## src/sfi_pkg.sv

```systemverilog
package sfi_pkg;
    // register offsets
    localparam logic [15:0] FIFO_STATE_OFS  = 16'h0000;
    localparam logic [15:0] DATA_EVENT_OFS  = 16'h0001;
    // reset values
    localparam logic [15:0] FIFO_STATE_RST  = 16'h0000;
    localparam logic [15:0] DATA_EVENT_RST  = 16'h0000;
    // fifo state register fields
    localparam int unsigned FLUSH_BIT       = 15;
    localparam int unsigned UFLOW_BIT       = 14;
    localparam int unsigned OFLOW_BIT       = 13;
    localparam int unsigned COUNT_LSB       = 0;
    localparam int unsigned COUNT_W         = 11;
    // data event register fields
    localparam int unsigned LEVEL_BIT       = 15;
    localparam int unsigned SLOT_LSB        = 0;
    localparam int unsigned SLOT_N          = 12;
    // flag bank layout: slots first, then the fifo flags
    localparam int unsigned FLAG_N          = 15;
    localparam int unsigned FB_UFLOW        = 12;
    localparam int unsigned FB_OFLOW        = 13;
    localparam int unsigned FB_LEVEL        = 14;
endpackage

```

## src/sfi_flag_if.sv

```systemverilog
`timescale 1ns/1ps
interface sfi_flag_if #(
    parameter int unsigned N = 1
);
    logic [N-1:0] set;
    logic [N-1:0] clr;
    logic [N-1:0] q;
    // bank holds the sticky bits, user raises set and clear requests
    modport bank (input set, input clr, output q);
    modport user (output set, output clr, input q);
endinterface

```

## src/sfi_flag_bank.sv

```systemverilog
`timescale 1ns/1ps
module sfi_flag_bank #(
    parameter int unsigned N = 1
) (
    // clock, reset, enable
    input  wire logic clk_sys_i,
    input  wire logic rstn_i,
    input  wire logic ce_i,
    // flag requests and state
    sfi_flag_if.bank  flg
);
    typedef struct packed {
        logic [N-1:0] flag;
    } sfi_bank_st_t;

    sfi_bank_st_t st_q;
    sfi_bank_st_t st_d;
    logic [N-1:0] nxt;

    // set beats clear so an event in the clearing cycle survives
    for (genvar g = 0; g < N; g++)
    begin : g_bit
        assign nxt[g] = flg.set[g] | (st_q.flag[g] & ~flg.clr[g]);
    end

    always_comb
    begin
        st_d      = st_q;
        st_d.flag = nxt;
    end

    always_ff @(posedge clk_sys_i)
    begin
        if (!rstn_i)
            st_q <= '0;
        else if (ce_i)
            st_q <= st_d;
    end

    assign flg.q = st_q.flag;
endmodule

```

## src/sfi_status_top.sv

```systemverilog
`timescale 1ns/1ps
module sfi_status_top #(
    parameter int unsigned FIFO_DEPTH = 1024,
    parameter int unsigned WR_BYTES   = 2
) (
    // clock, reset, enable
    input  wire logic        clk_sys_i,
    input  wire logic        rstn_i,
    input  wire logic        ce_i,
    // register port from the serial control port
    input  wire logic [15:0] reg_addr_i,
    input  wire logic        reg_wr_i,
    input  wire logic        reg_rd_i,
    input  wire logic [15:0] reg_wdata_i,
    output logic      [15:0] reg_rdata_o,
    output logic             reg_rvalid_o,
    // fifo traffic
    input  wire logic        fifo_push_i,
    input  wire logic        fifo_pop_i,
    input  wire logic [10:0] fifo_level_limit_i,
    input  wire logic        fifo_flag_autoclear_en_i,
    output logic             fifo_push_ok_o,
    output logic             fifo_flush_o,
    output logic      [10:0] fifo_byte_count_o,
    // slot traffic
    input  wire logic [11:0] slot_update_i,
    input  wire logic [11:0] slot_read_i,
    input  wire logic [11:0] slot_update_autoclear_en_i,
    // flag state
    output logic             fifo_underflow_flag_o,
    output logic             fifo_overflow_flag_o,
    output logic             fifo_level_flag_o,
    output logic      [11:0] slot_update_flags_o
);
    // count arithmetic is one bit wider than the count field
    if (FIFO_DEPTH > 2047 || FIFO_DEPTH < 1 || WR_BYTES < 1 || WR_BYTES > FIFO_DEPTH)
    begin : g_bad_param
        $error("sfi_status_top: depth must be 1..2047 and write size 1..depth");
    end

    localparam logic [11:0] DEPTH_C = 12'(FIFO_DEPTH);
    localparam logic [11:0] WRB_C   = 12'(WR_BYTES);

    typedef struct packed {
        logic [10:0] cnt;
        logic        flush;
        logic        push_ok;
        logic        rvalid;
        logic [15:0] rdata;
    } sfi_top_st_t;

    sfi_top_st_t st_q;
    sfi_top_st_t st_d;

    sfi_flag_if #(.N(sfi_pkg::FLAG_N)) flg ();

    sfi_flag_bank #(
        .N         (sfi_pkg::FLAG_N)
    ) u_flags (
        .clk_sys_i (clk_sys_i),
        .rstn_i    (rstn_i),
        .ce_i      (ce_i),
        .flg       (flg)
    );

    logic        wr_state;
    logic        wr_event;
    logic        flush;
    logic        room;
    logic        push_ok;
    logic        pop_ok;
    logic        uflow_set;
    logic        oflow_set;
    logic        level_set;
    logic [11:0] cnt_wide;
    logic [11:0] cnt_next;

    // register write decode
    assign wr_state = reg_wr_i && (reg_addr_i == sfi_pkg::FIFO_STATE_OFS);
    assign wr_event = reg_wr_i && (reg_addr_i == sfi_pkg::DATA_EVENT_OFS);
    assign flush    = wr_state && reg_wdata_i[sfi_pkg::FLUSH_BIT];

    // fifo accounting; a flush is assumed never to meet fifo traffic, but it wins anyway
    assign cnt_wide  = {1'b0, st_q.cnt};
    assign room      = (cnt_wide + WRB_C) <= DEPTH_C;
    assign push_ok   = fifo_push_i && room && !flush;
    assign pop_ok    = fifo_pop_i && (st_q.cnt != '0) && !flush;
    assign uflow_set = fifo_pop_i && (st_q.cnt == '0) && !flush;
    assign oflow_set = fifo_push_i && !room && !flush;
    assign cnt_next  = flush ? 12'h0000 : (cnt_wide + (push_ok ? WRB_C : 12'h0000) - {11'h000, pop_ok});
    // compare the count that the write leaves behind
    assign level_set = push_ok && (cnt_next > {1'b0, fifo_level_limit_i});

    // flag set and clear requests
    always_comb
    begin
        flg.set = '0;
        flg.clr = '0;
        flg.set[sfi_pkg::SLOT_N-1:0] = slot_update_i;
        flg.set[sfi_pkg::FB_UFLOW]   = uflow_set;
        flg.set[sfi_pkg::FB_OFLOW]   = oflow_set;
        flg.set[sfi_pkg::FB_LEVEL]   = level_set;
        flg.clr[sfi_pkg::SLOT_N-1:0] = ({sfi_pkg::SLOT_N{wr_event}}
                                       & reg_wdata_i[sfi_pkg::SLOT_LSB +: sfi_pkg::SLOT_N])
                                     | (slot_read_i & slot_update_autoclear_en_i);
        flg.clr[sfi_pkg::FB_UFLOW]   = flush || (wr_state && reg_wdata_i[sfi_pkg::UFLOW_BIT]);
        flg.clr[sfi_pkg::FB_OFLOW]   = flush || (wr_state && reg_wdata_i[sfi_pkg::OFLOW_BIT]);
        flg.clr[sfi_pkg::FB_LEVEL]   = flush
                                     || (wr_event && reg_wdata_i[sfi_pkg::LEVEL_BIT])
                                     || (fifo_pop_i && fifo_flag_autoclear_en_i);
    end

    // next state and read mux; reads show the state before this cycle's updates
    always_comb
    begin
        st_d         = st_q;
        st_d.cnt     = cnt_next[10:0];
        st_d.flush   = flush;
        st_d.push_ok = push_ok;
        st_d.rvalid  = reg_rd_i;
        if (reg_rd_i)
        begin
            case (reg_addr_i)
                sfi_pkg::FIFO_STATE_OFS:
                begin
                    st_d.rdata = sfi_pkg::FIFO_STATE_RST;
                    st_d.rdata[sfi_pkg::UFLOW_BIT] = flg.q[sfi_pkg::FB_UFLOW];
                    st_d.rdata[sfi_pkg::OFLOW_BIT] = flg.q[sfi_pkg::FB_OFLOW];
                    st_d.rdata[sfi_pkg::COUNT_LSB +: sfi_pkg::COUNT_W] = st_q.cnt;
                end
                sfi_pkg::DATA_EVENT_OFS:
                begin
                    st_d.rdata = sfi_pkg::DATA_EVENT_RST;
                    st_d.rdata[sfi_pkg::LEVEL_BIT] = flg.q[sfi_pkg::FB_LEVEL];
                    st_d.rdata[sfi_pkg::SLOT_LSB +: sfi_pkg::SLOT_N] = flg.q[sfi_pkg::SLOT_N-1:0];
                end
                default:
                    st_d.rdata = 16'h0000;
            endcase
        end
    end

    // all state frozen while the enable is low
    always_ff @(posedge clk_sys_i)
    begin
        if (!rstn_i)
            st_q <= '0;
        else if (ce_i)
            st_q <= st_d;
    end

    // outputs straight from flops
    assign reg_rdata_o           = st_q.rdata;
    assign reg_rvalid_o          = st_q.rvalid;
    assign fifo_push_ok_o        = st_q.push_ok;
    assign fifo_flush_o          = st_q.flush;
    assign fifo_byte_count_o     = st_q.cnt;
    assign fifo_underflow_flag_o = flg.q[sfi_pkg::FB_UFLOW];
    assign fifo_overflow_flag_o  = flg.q[sfi_pkg::FB_OFLOW];
    assign fifo_level_flag_o     = flg.q[sfi_pkg::FB_LEVEL];
    assign slot_update_flags_o   = flg.q[sfi_pkg::SLOT_N-1:0];
endmodule

```

## config.mk

```make
export PLATFORM = sky130hd
export DESIGN_NAME = sfi_status_top
export DESIGN_NICKNAME = d
export VERILOG_FILES = /design/src/sfi_pkg.sv /design/src/sfi_flag_if.sv /design/src/sfi_flag_bank.sv /design/src/sfi_status_top.sv
export SDC_FILE = /design/constraint.sdc
export NUM_CORES = 1
export LEC_CHECK = 0
export ABC_AREA = 1
export BUFFER_PORTS_ARGS = -buffer_cell sky130_fd_sc_hd__buf_2
export CAP_MARGIN = 20
export CELL_PAD_IN_SITES_DETAIL_PLACEMENT = 1
export CELL_PAD_IN_SITES_GLOBAL_PLACEMENT = 1
export CORE_ASPECT_RATIO = 0.6
export CORE_MARGIN = 2
export CORE_UTILIZATION = 31
export DETAILED_ROUTE_END_ITERATION = 7
export GPL_TIMING_DRIVEN = 1
export PLACE_DENSITY = 0.78
export REMOVE_ABC_BUFFERS = 1
export SYNTH_ARGS = -nofsm -noshare
export SYNTH_HDL_FRONTEND = slang
export SYNTH_SLANG_ARGS = --single-unit
```

## constraint.sdc

```tcl
create_clock -name clk_sys_i -period 4 [get_ports clk_sys_i]
set_clock_uncertainty 0.1 [all_clocks]
set_input_delay 0.2 -clock clk_sys_i [delete_from_list [all_inputs] [get_ports clk_sys_i]]
set_output_delay 0.2 -clock clk_sys_i [all_outputs]
set_load 0.02 [all_outputs]
```

**After elaboration in Yosys (flattened, before gate mapping)**

Index checks and enable logic that the tools add are counted.

- Mux-type cells: 3
- Magnitude comparators: 2
- Reduce and logical (&&, ||, !) cells: 26
- Add/subtract/negate cells: 3
- Bitwise operators: 48
- Equal/unequal tests: 1

Operators with widths:

| cell | number |
|---|---|
| 16-bit one-hot mux with 2 select lines | 1 |
| 12-bit AND | 2 |
| 16-bit by 1-bit equality test with 1-bit output (second input constant) | 1 |
| 1-bit logical AND | 16 |
| 16-bit logical NOT | 1 |
| 1-bit AND | 15 |
| 1-bit inverter | 15 |
| 1-bit OR | 15 |
| 11-bit by 2-bit adder with 12-bit output | 1 |
| 11-bit by 2-bit adder with 12-bit output (second input constant) | 1 |
| 12-bit by 11-bit greater-than comparator with 1-bit output | 1 |
| 12-bit by 11-bit <= comparator with 1-bit output (second input constant) | 1 |
| 12-bit 2-to-1 mux | 1 |
| 12-bit OR | 1 |
| 12-bit by 1-bit subtractor with 12-bit output | 1 |
| 11-bit logical NOT | 1 |
| 11-bit nonzero test | 1 |
| 1-bit logical OR | 4 |
| 1-bit logical NOT | 2 |
| 2-bit 2-to-1 mux | 1 |
| 2-bit AND reduction | 1 |

- Word-level logic and storage cells: 89
- Register bits: 45

**Logic depth before layout (Yosys ltp)**

- Word-level depth: 12
- Gate-level depth with buffers: 38
- Mapped depth without buffers: 38

**Modules after synthesis**

From an unflattened synthesis, not the netlist that was laid out.

- Cells, all modules: 540
- Area, all modules: 3413.3 um^2

Modules (own cells, without submodules):

| module | seq. area each (um^2) | area each (um^2) | times used | cells an instance |
|---|---|---|---|---|
| sfi_status_top | 580.6 | 2840.2 | 1 | 460 |
| sfi_flag_bank | 300.3 | 573.0 | 1 | 80 |

**Worst setup path before layout**

Ideal clock, no wire load.

- Kind: register to register
- From: register st_q, in the netlist fifo_byte_count_o[2]
- To: register u_flags.st_q, in the netlist u_flags.flg.q[14]
- Clock period less this slack: 4105 ps
- Arrival time: 3886 ps
- Buffers on the path: 0
- Cell stages (with the launch flop): 35
- Path slack: -105 ps
- Library setup time: 118 ps
- Data required time: 3782 ps
- Path through: dfxtp_1 -> ha_1 -> nand2_1 -> o21ai_0 -> nand3_1 -> nor2_1 -> nand2_1 -> nand2_1 -> nand3_1 -> inv_1 -> nand2_1 -> ha_1 -> inv_1 -> ha_1 -> fa_1 -> nand3_1 -> nand2_1 -> nand2_1 -> nand2_1 -> nand2_1 -> nand3_1 -> nand3_2 -> inv_1 -> ha_1 -> a21o_1 -> nor2_1 -> nand2_1 -> nand2_1 -> nand2_1 -> nand2_1 -> nand2_1 -> nand2_1 -> nand2_1 -> nand2_1 -> a21oi_1

- Word-level cells in the longest chain between the ends: 11
- Elaborated cells between the ends (all ways): 14
- Those cells by class: 3 x add/sub; 2 x order compare; 2 x mux; 1 x bitwise; 6 x reduce/logical

RTL lines:

| item | RTL line | source |
|---|---|---|
| start: declaration | sfi_status_top.sv:52 | `sfi_top_st_t st_q;` |
| start signal: assignment | sfi_status_top.sv:149 | `st_q <= st_d;` |
| 11-bit by 2-bit adder with 12-bit output | sfi_status_top.sv:85 | `assign room = (cnt_wide + WRB_C) <= DEPTH_C;` |
| 12-bit by 11-bit <= comparator with 1-bit output | sfi_status_top.sv:85 |  |
| 1-bit logical AND (2 in a row) | sfi_status_top.sv:86 | `assign push_ok = fifo_push_i && room && !flush;` |
| 2-bit 2-to-1 mux | sfi_status_top.sv:90 | `assign cnt_next = flush ? 12'h0000 : (cnt_wide + (push_ok ? WRB_C : 12'h0000) - {11'h000, pop_ok});` |
| 11-bit by 2-bit adder with 12-bit output | sfi_status_top.sv:90 |  |
| 12-bit by 1-bit subtractor with 12-bit output * | sfi_status_top.sv:90 |  |
| 12-bit 2-to-1 mux * | sfi_status_top.sv:90 |  |
| via cnt_next[7] | sfi_status_top.sv:76 | `logic [11:0] cnt_next;` |
| 12-bit by 11-bit greater-than comparator with 1-bit output * | sfi_status_top.sv:92 | `assign level_set = push_ok && (cnt_next > {1'b0, fifo_level_limit_i});` |
| 1-bit logical AND * | sfi_status_top.sv:92 |  |
| 1-bit OR * | sfi_flag_bank.sv:23 | `assign nxt[g] = flg.set[g] \| (st_q.flag[g] & ~flg.clr[g]);` |
| end signal: assignment | sfi_flag_bank.sv:37 | `st_q <= st_d;` |
| end: declaration | sfi_flag_bank.sv:16 | `sfi_bank_st_t st_q;` |

Mark *: on every way through the listed nets, which the timed path passes. The rest lies on a longest branch.
A chain may end at the register's enable or synchronous reset.

**Worst setup path in the final report**

- From: register st_q, in the netlist fifo_byte_count_o[4]
- To: register u_flags.st_q, in the netlist u_flags.flg.q[13]

- Word-level cells in the longest chain between the ends: 6

RTL lines:

| item | RTL line | source |
|---|---|---|
| 11-bit by 2-bit adder with 12-bit output | sfi_status_top.sv:85 |  |
| 12-bit by 11-bit <= comparator with 1-bit output | sfi_status_top.sv:85 |  |
| 1-bit logical NOT | sfi_status_top.sv:89 | `assign oflow_set = fifo_push_i && !room && !flush;` |
| 1-bit logical AND (2 in a row) | sfi_status_top.sv:89 |  |
| 1-bit OR | sfi_flag_bank.sv:23 |  |

No other way between the ends.

==> results.yml <==
setup_path:
  critPathLaunchType: "flop"
  critPathSlowestCell: "dfxtp_4"
  crit_path_end_kind: "flop"
  crit_type: "reg -> reg"
  r2r_slack_ns: -0.20
  cp_common_cell: "buf_4"
  crit_fanout: 4
  cpPeakStageDelay_ns: 0.39
  required_ns: 4.11
  arrival_ns: 4.31
floorplanning:
  die_area_um2: 11800
  start_util: 0.320
  io_pins: 132
  rows: 29
  die_h_um: 85.0
  core_um2: 10600
  dieWidth_um: 139
detailed_routing:
  wire_per_inst_um: 16.9
  viasPerCell: 4.95
  route.detailed.drc: 0
  vias: 4093
  first_iter_violations: 123
  dr.pass1.iters: 4
  wirelength_mm: 14.0
  postRouteAntennaNets: 0
synthesis:
  synth_edf_count: 0
  ys_ff_latch: 44
  ys_warn_count: 0
  syn_area_per_cell_um2: 6.83
  synth_ff_type: "dfxtp_1"
  synthCells: 496
  ys_types: 39
  syn_area_um2: 3390
  async_reset_ff_frac: 0
  synth-seq-area-share: 0.260
run:
  cap_viol_max_count: 0
outcome:
  status: "complete, but fails checks"
  violations: "negative setup slack"
sta:
  drv_slew: 0
  worst_pin_slew_ns: 0.927
  maxSlewHeadroom: 0.381
  period_needed_ns: 4.20
  rsz0062_at_grt: "yes"
  fin_ws_ns: -0.201
  setup_violations: 3
  setup_tns_ns: -0.394
  fmax_mhz: 238
  hold_viol: 0
  finalCritPeriodShare: 1.05
  hold_ws_ns: 0.0611
clock_network:
  cts.path.max_buffers: 2
  htree_levels: 2
  cts_root_buf: "clkbuf_16"
  clk_pin_slew_ns: 0.07
  cts_tree: "done"
  clkLatencyLatePin_ns: 0.29
  cts_hold_buffers: 0
  cts-buffers-inserted: 5
  clkSinkCount: 44
grt:
  grt_use_total: 0.236
  grt_max_degree: 39
  grt.overflow.total: 0
  grt_pass1_wl_mm: 22.3
  grt_pass1_vias: 4296
  antenna_found_initial: 0
final_layout:
  antenna_cells: 0
  mostFrequentLayoutCells: "129 x buf_2, 111 x nand2_1, 73 x inv_1, 71 x buf_4, 39 x a21oi_1"
  drive_gt1_frac: 0.408
  syn_to_final_growth_pct: 48.7
  multi_input_area_um2: 2300
  fillerInstances: 1384
  nNetsFinal: 811
  layout_commonest_cell: "buf_2"
  ff_latch_area_um2: 902
placement:
  hpwlAfterDp_mm: 10.1
  port_buffers: 129
  gp_congestion: 0.892
power:
  vdd_drop_max_mv: 0.208
  leakagePower_nw: 2.71
  power_per_cell_area_nw_per_um2: 511
hold_path:
  min_path_type: "in -> reg"
## state kept, by name, summed over array words and instances (netlist names)
name,flops
fifo_byte_count_o,11
fifo_push_ok_o,1
u_flags.flg.q,15
reg_rdata_o,15
fifo_flush_o,1
reg_rvalid_o,1
## cell families (layout without fill, tap and decap cells)
kind of cell	Yosys count	count (layout)	synth area share
AOI/OAI and AO/OA	112	112	0.204
adders and majority gates	37	37	0.139
other	1	1	0.00111
DFF	44	44	0.260
xor gates and xnor gates	6	6	0.0155
and+or+nand+nor	200	200	0.262
buffers and inverters	96	288	0.118
## routing by layer
layer	wire [um]	share of wire	track usage
met1	6720	0.48	0.317
met2	6300	0.45	0.400
met3	691	0.049	0.0457
met4	274	0.020	0.0432
met5	0	0	0
## where the power goes
group	internal, mW	leakage, nW	total, mW	switching (mW)
clock network	0.329	0.0901	0.516	0.186
logic	0.694	2.25	1.52	0.830
registers	0.487	0.367	0.537	0.0498
## layout make-up
type,instances,share of cell area
clock inverters,1,0.00596
inverters,79,0.0588
well taps,139,0.0345
multi-input cells,356,0.455
clock buffers,7,0.0303
repair buffers,201,0.236
flip-flops and latches,44,0.179
## what timing repair did
action / CTS / global route
setup buffers: 32 / 3
hold endpoints to repair: 0 / 0
gates resized for setup: 40 / 20
endpoints found under the setup margin: 1 / 3
pin swaps: 16 / 10
## cell usage after synthesis, drive strengths merged (2+ instances only)
master,instances,area (um^2)
xor2,5,43.8
buf,9,75.1
nand2,127,489
o21ai,33,165
nor3,2,21.3
ha,36,450
a21oi,41,205
nand3,27,160
dfxtp,44,881
nor2,28,115
clkbuf,8,30.0
inv,78,293
o211ai,22,165
or2,5,33.8
nor4,2,12.5
a21boi,12,128
nand4,7,43.8
## path summary, 6_finish.rpt
path	startpoint	endpoint	cells after the start
worst max register to register	fifo_byte_count_o[4]	u_flags.flg.q[13]	34
worst min-delay path	slot_update_i[8]	u_flags.flg.q[8]	3
worst max-delay path	fifo_byte_count_o[4]	u_flags.flg.q[13]	34
worst min register to register	u_flags.flg.q[11]	reg_rdata_o[11]	2
## worst max-delay path: cells and delay by family (launching register included)
family / cells / cell delay, ns
buffers and inverters: 21 / 2.55
and+or+nand+nor: 11 / 0.77
DFF: 1 / 0.39
adders and majority gates: 1 / 0.17
AOI/OAI and AO/OA: 1 / 0.12
## stage by stage
stage	utilization	power [mW]	setup WS, ns	instances	instance area [um^2]
2_1_floorplan	-	1.22	-0.130	479	3280
4_1_cts	0.466	2.48	-0.110	824	4940
3_3_place_gp	0.414	1.67	-0.169	784	4380
3_5_place_dp	0.414	1.73	-0.458	784	4380
5_1_grt	0.476	2.75	-0.550	827	5040
6_report	0.476	2.58	-0.201	827	5040
Power figures use the tool's default switching activity.
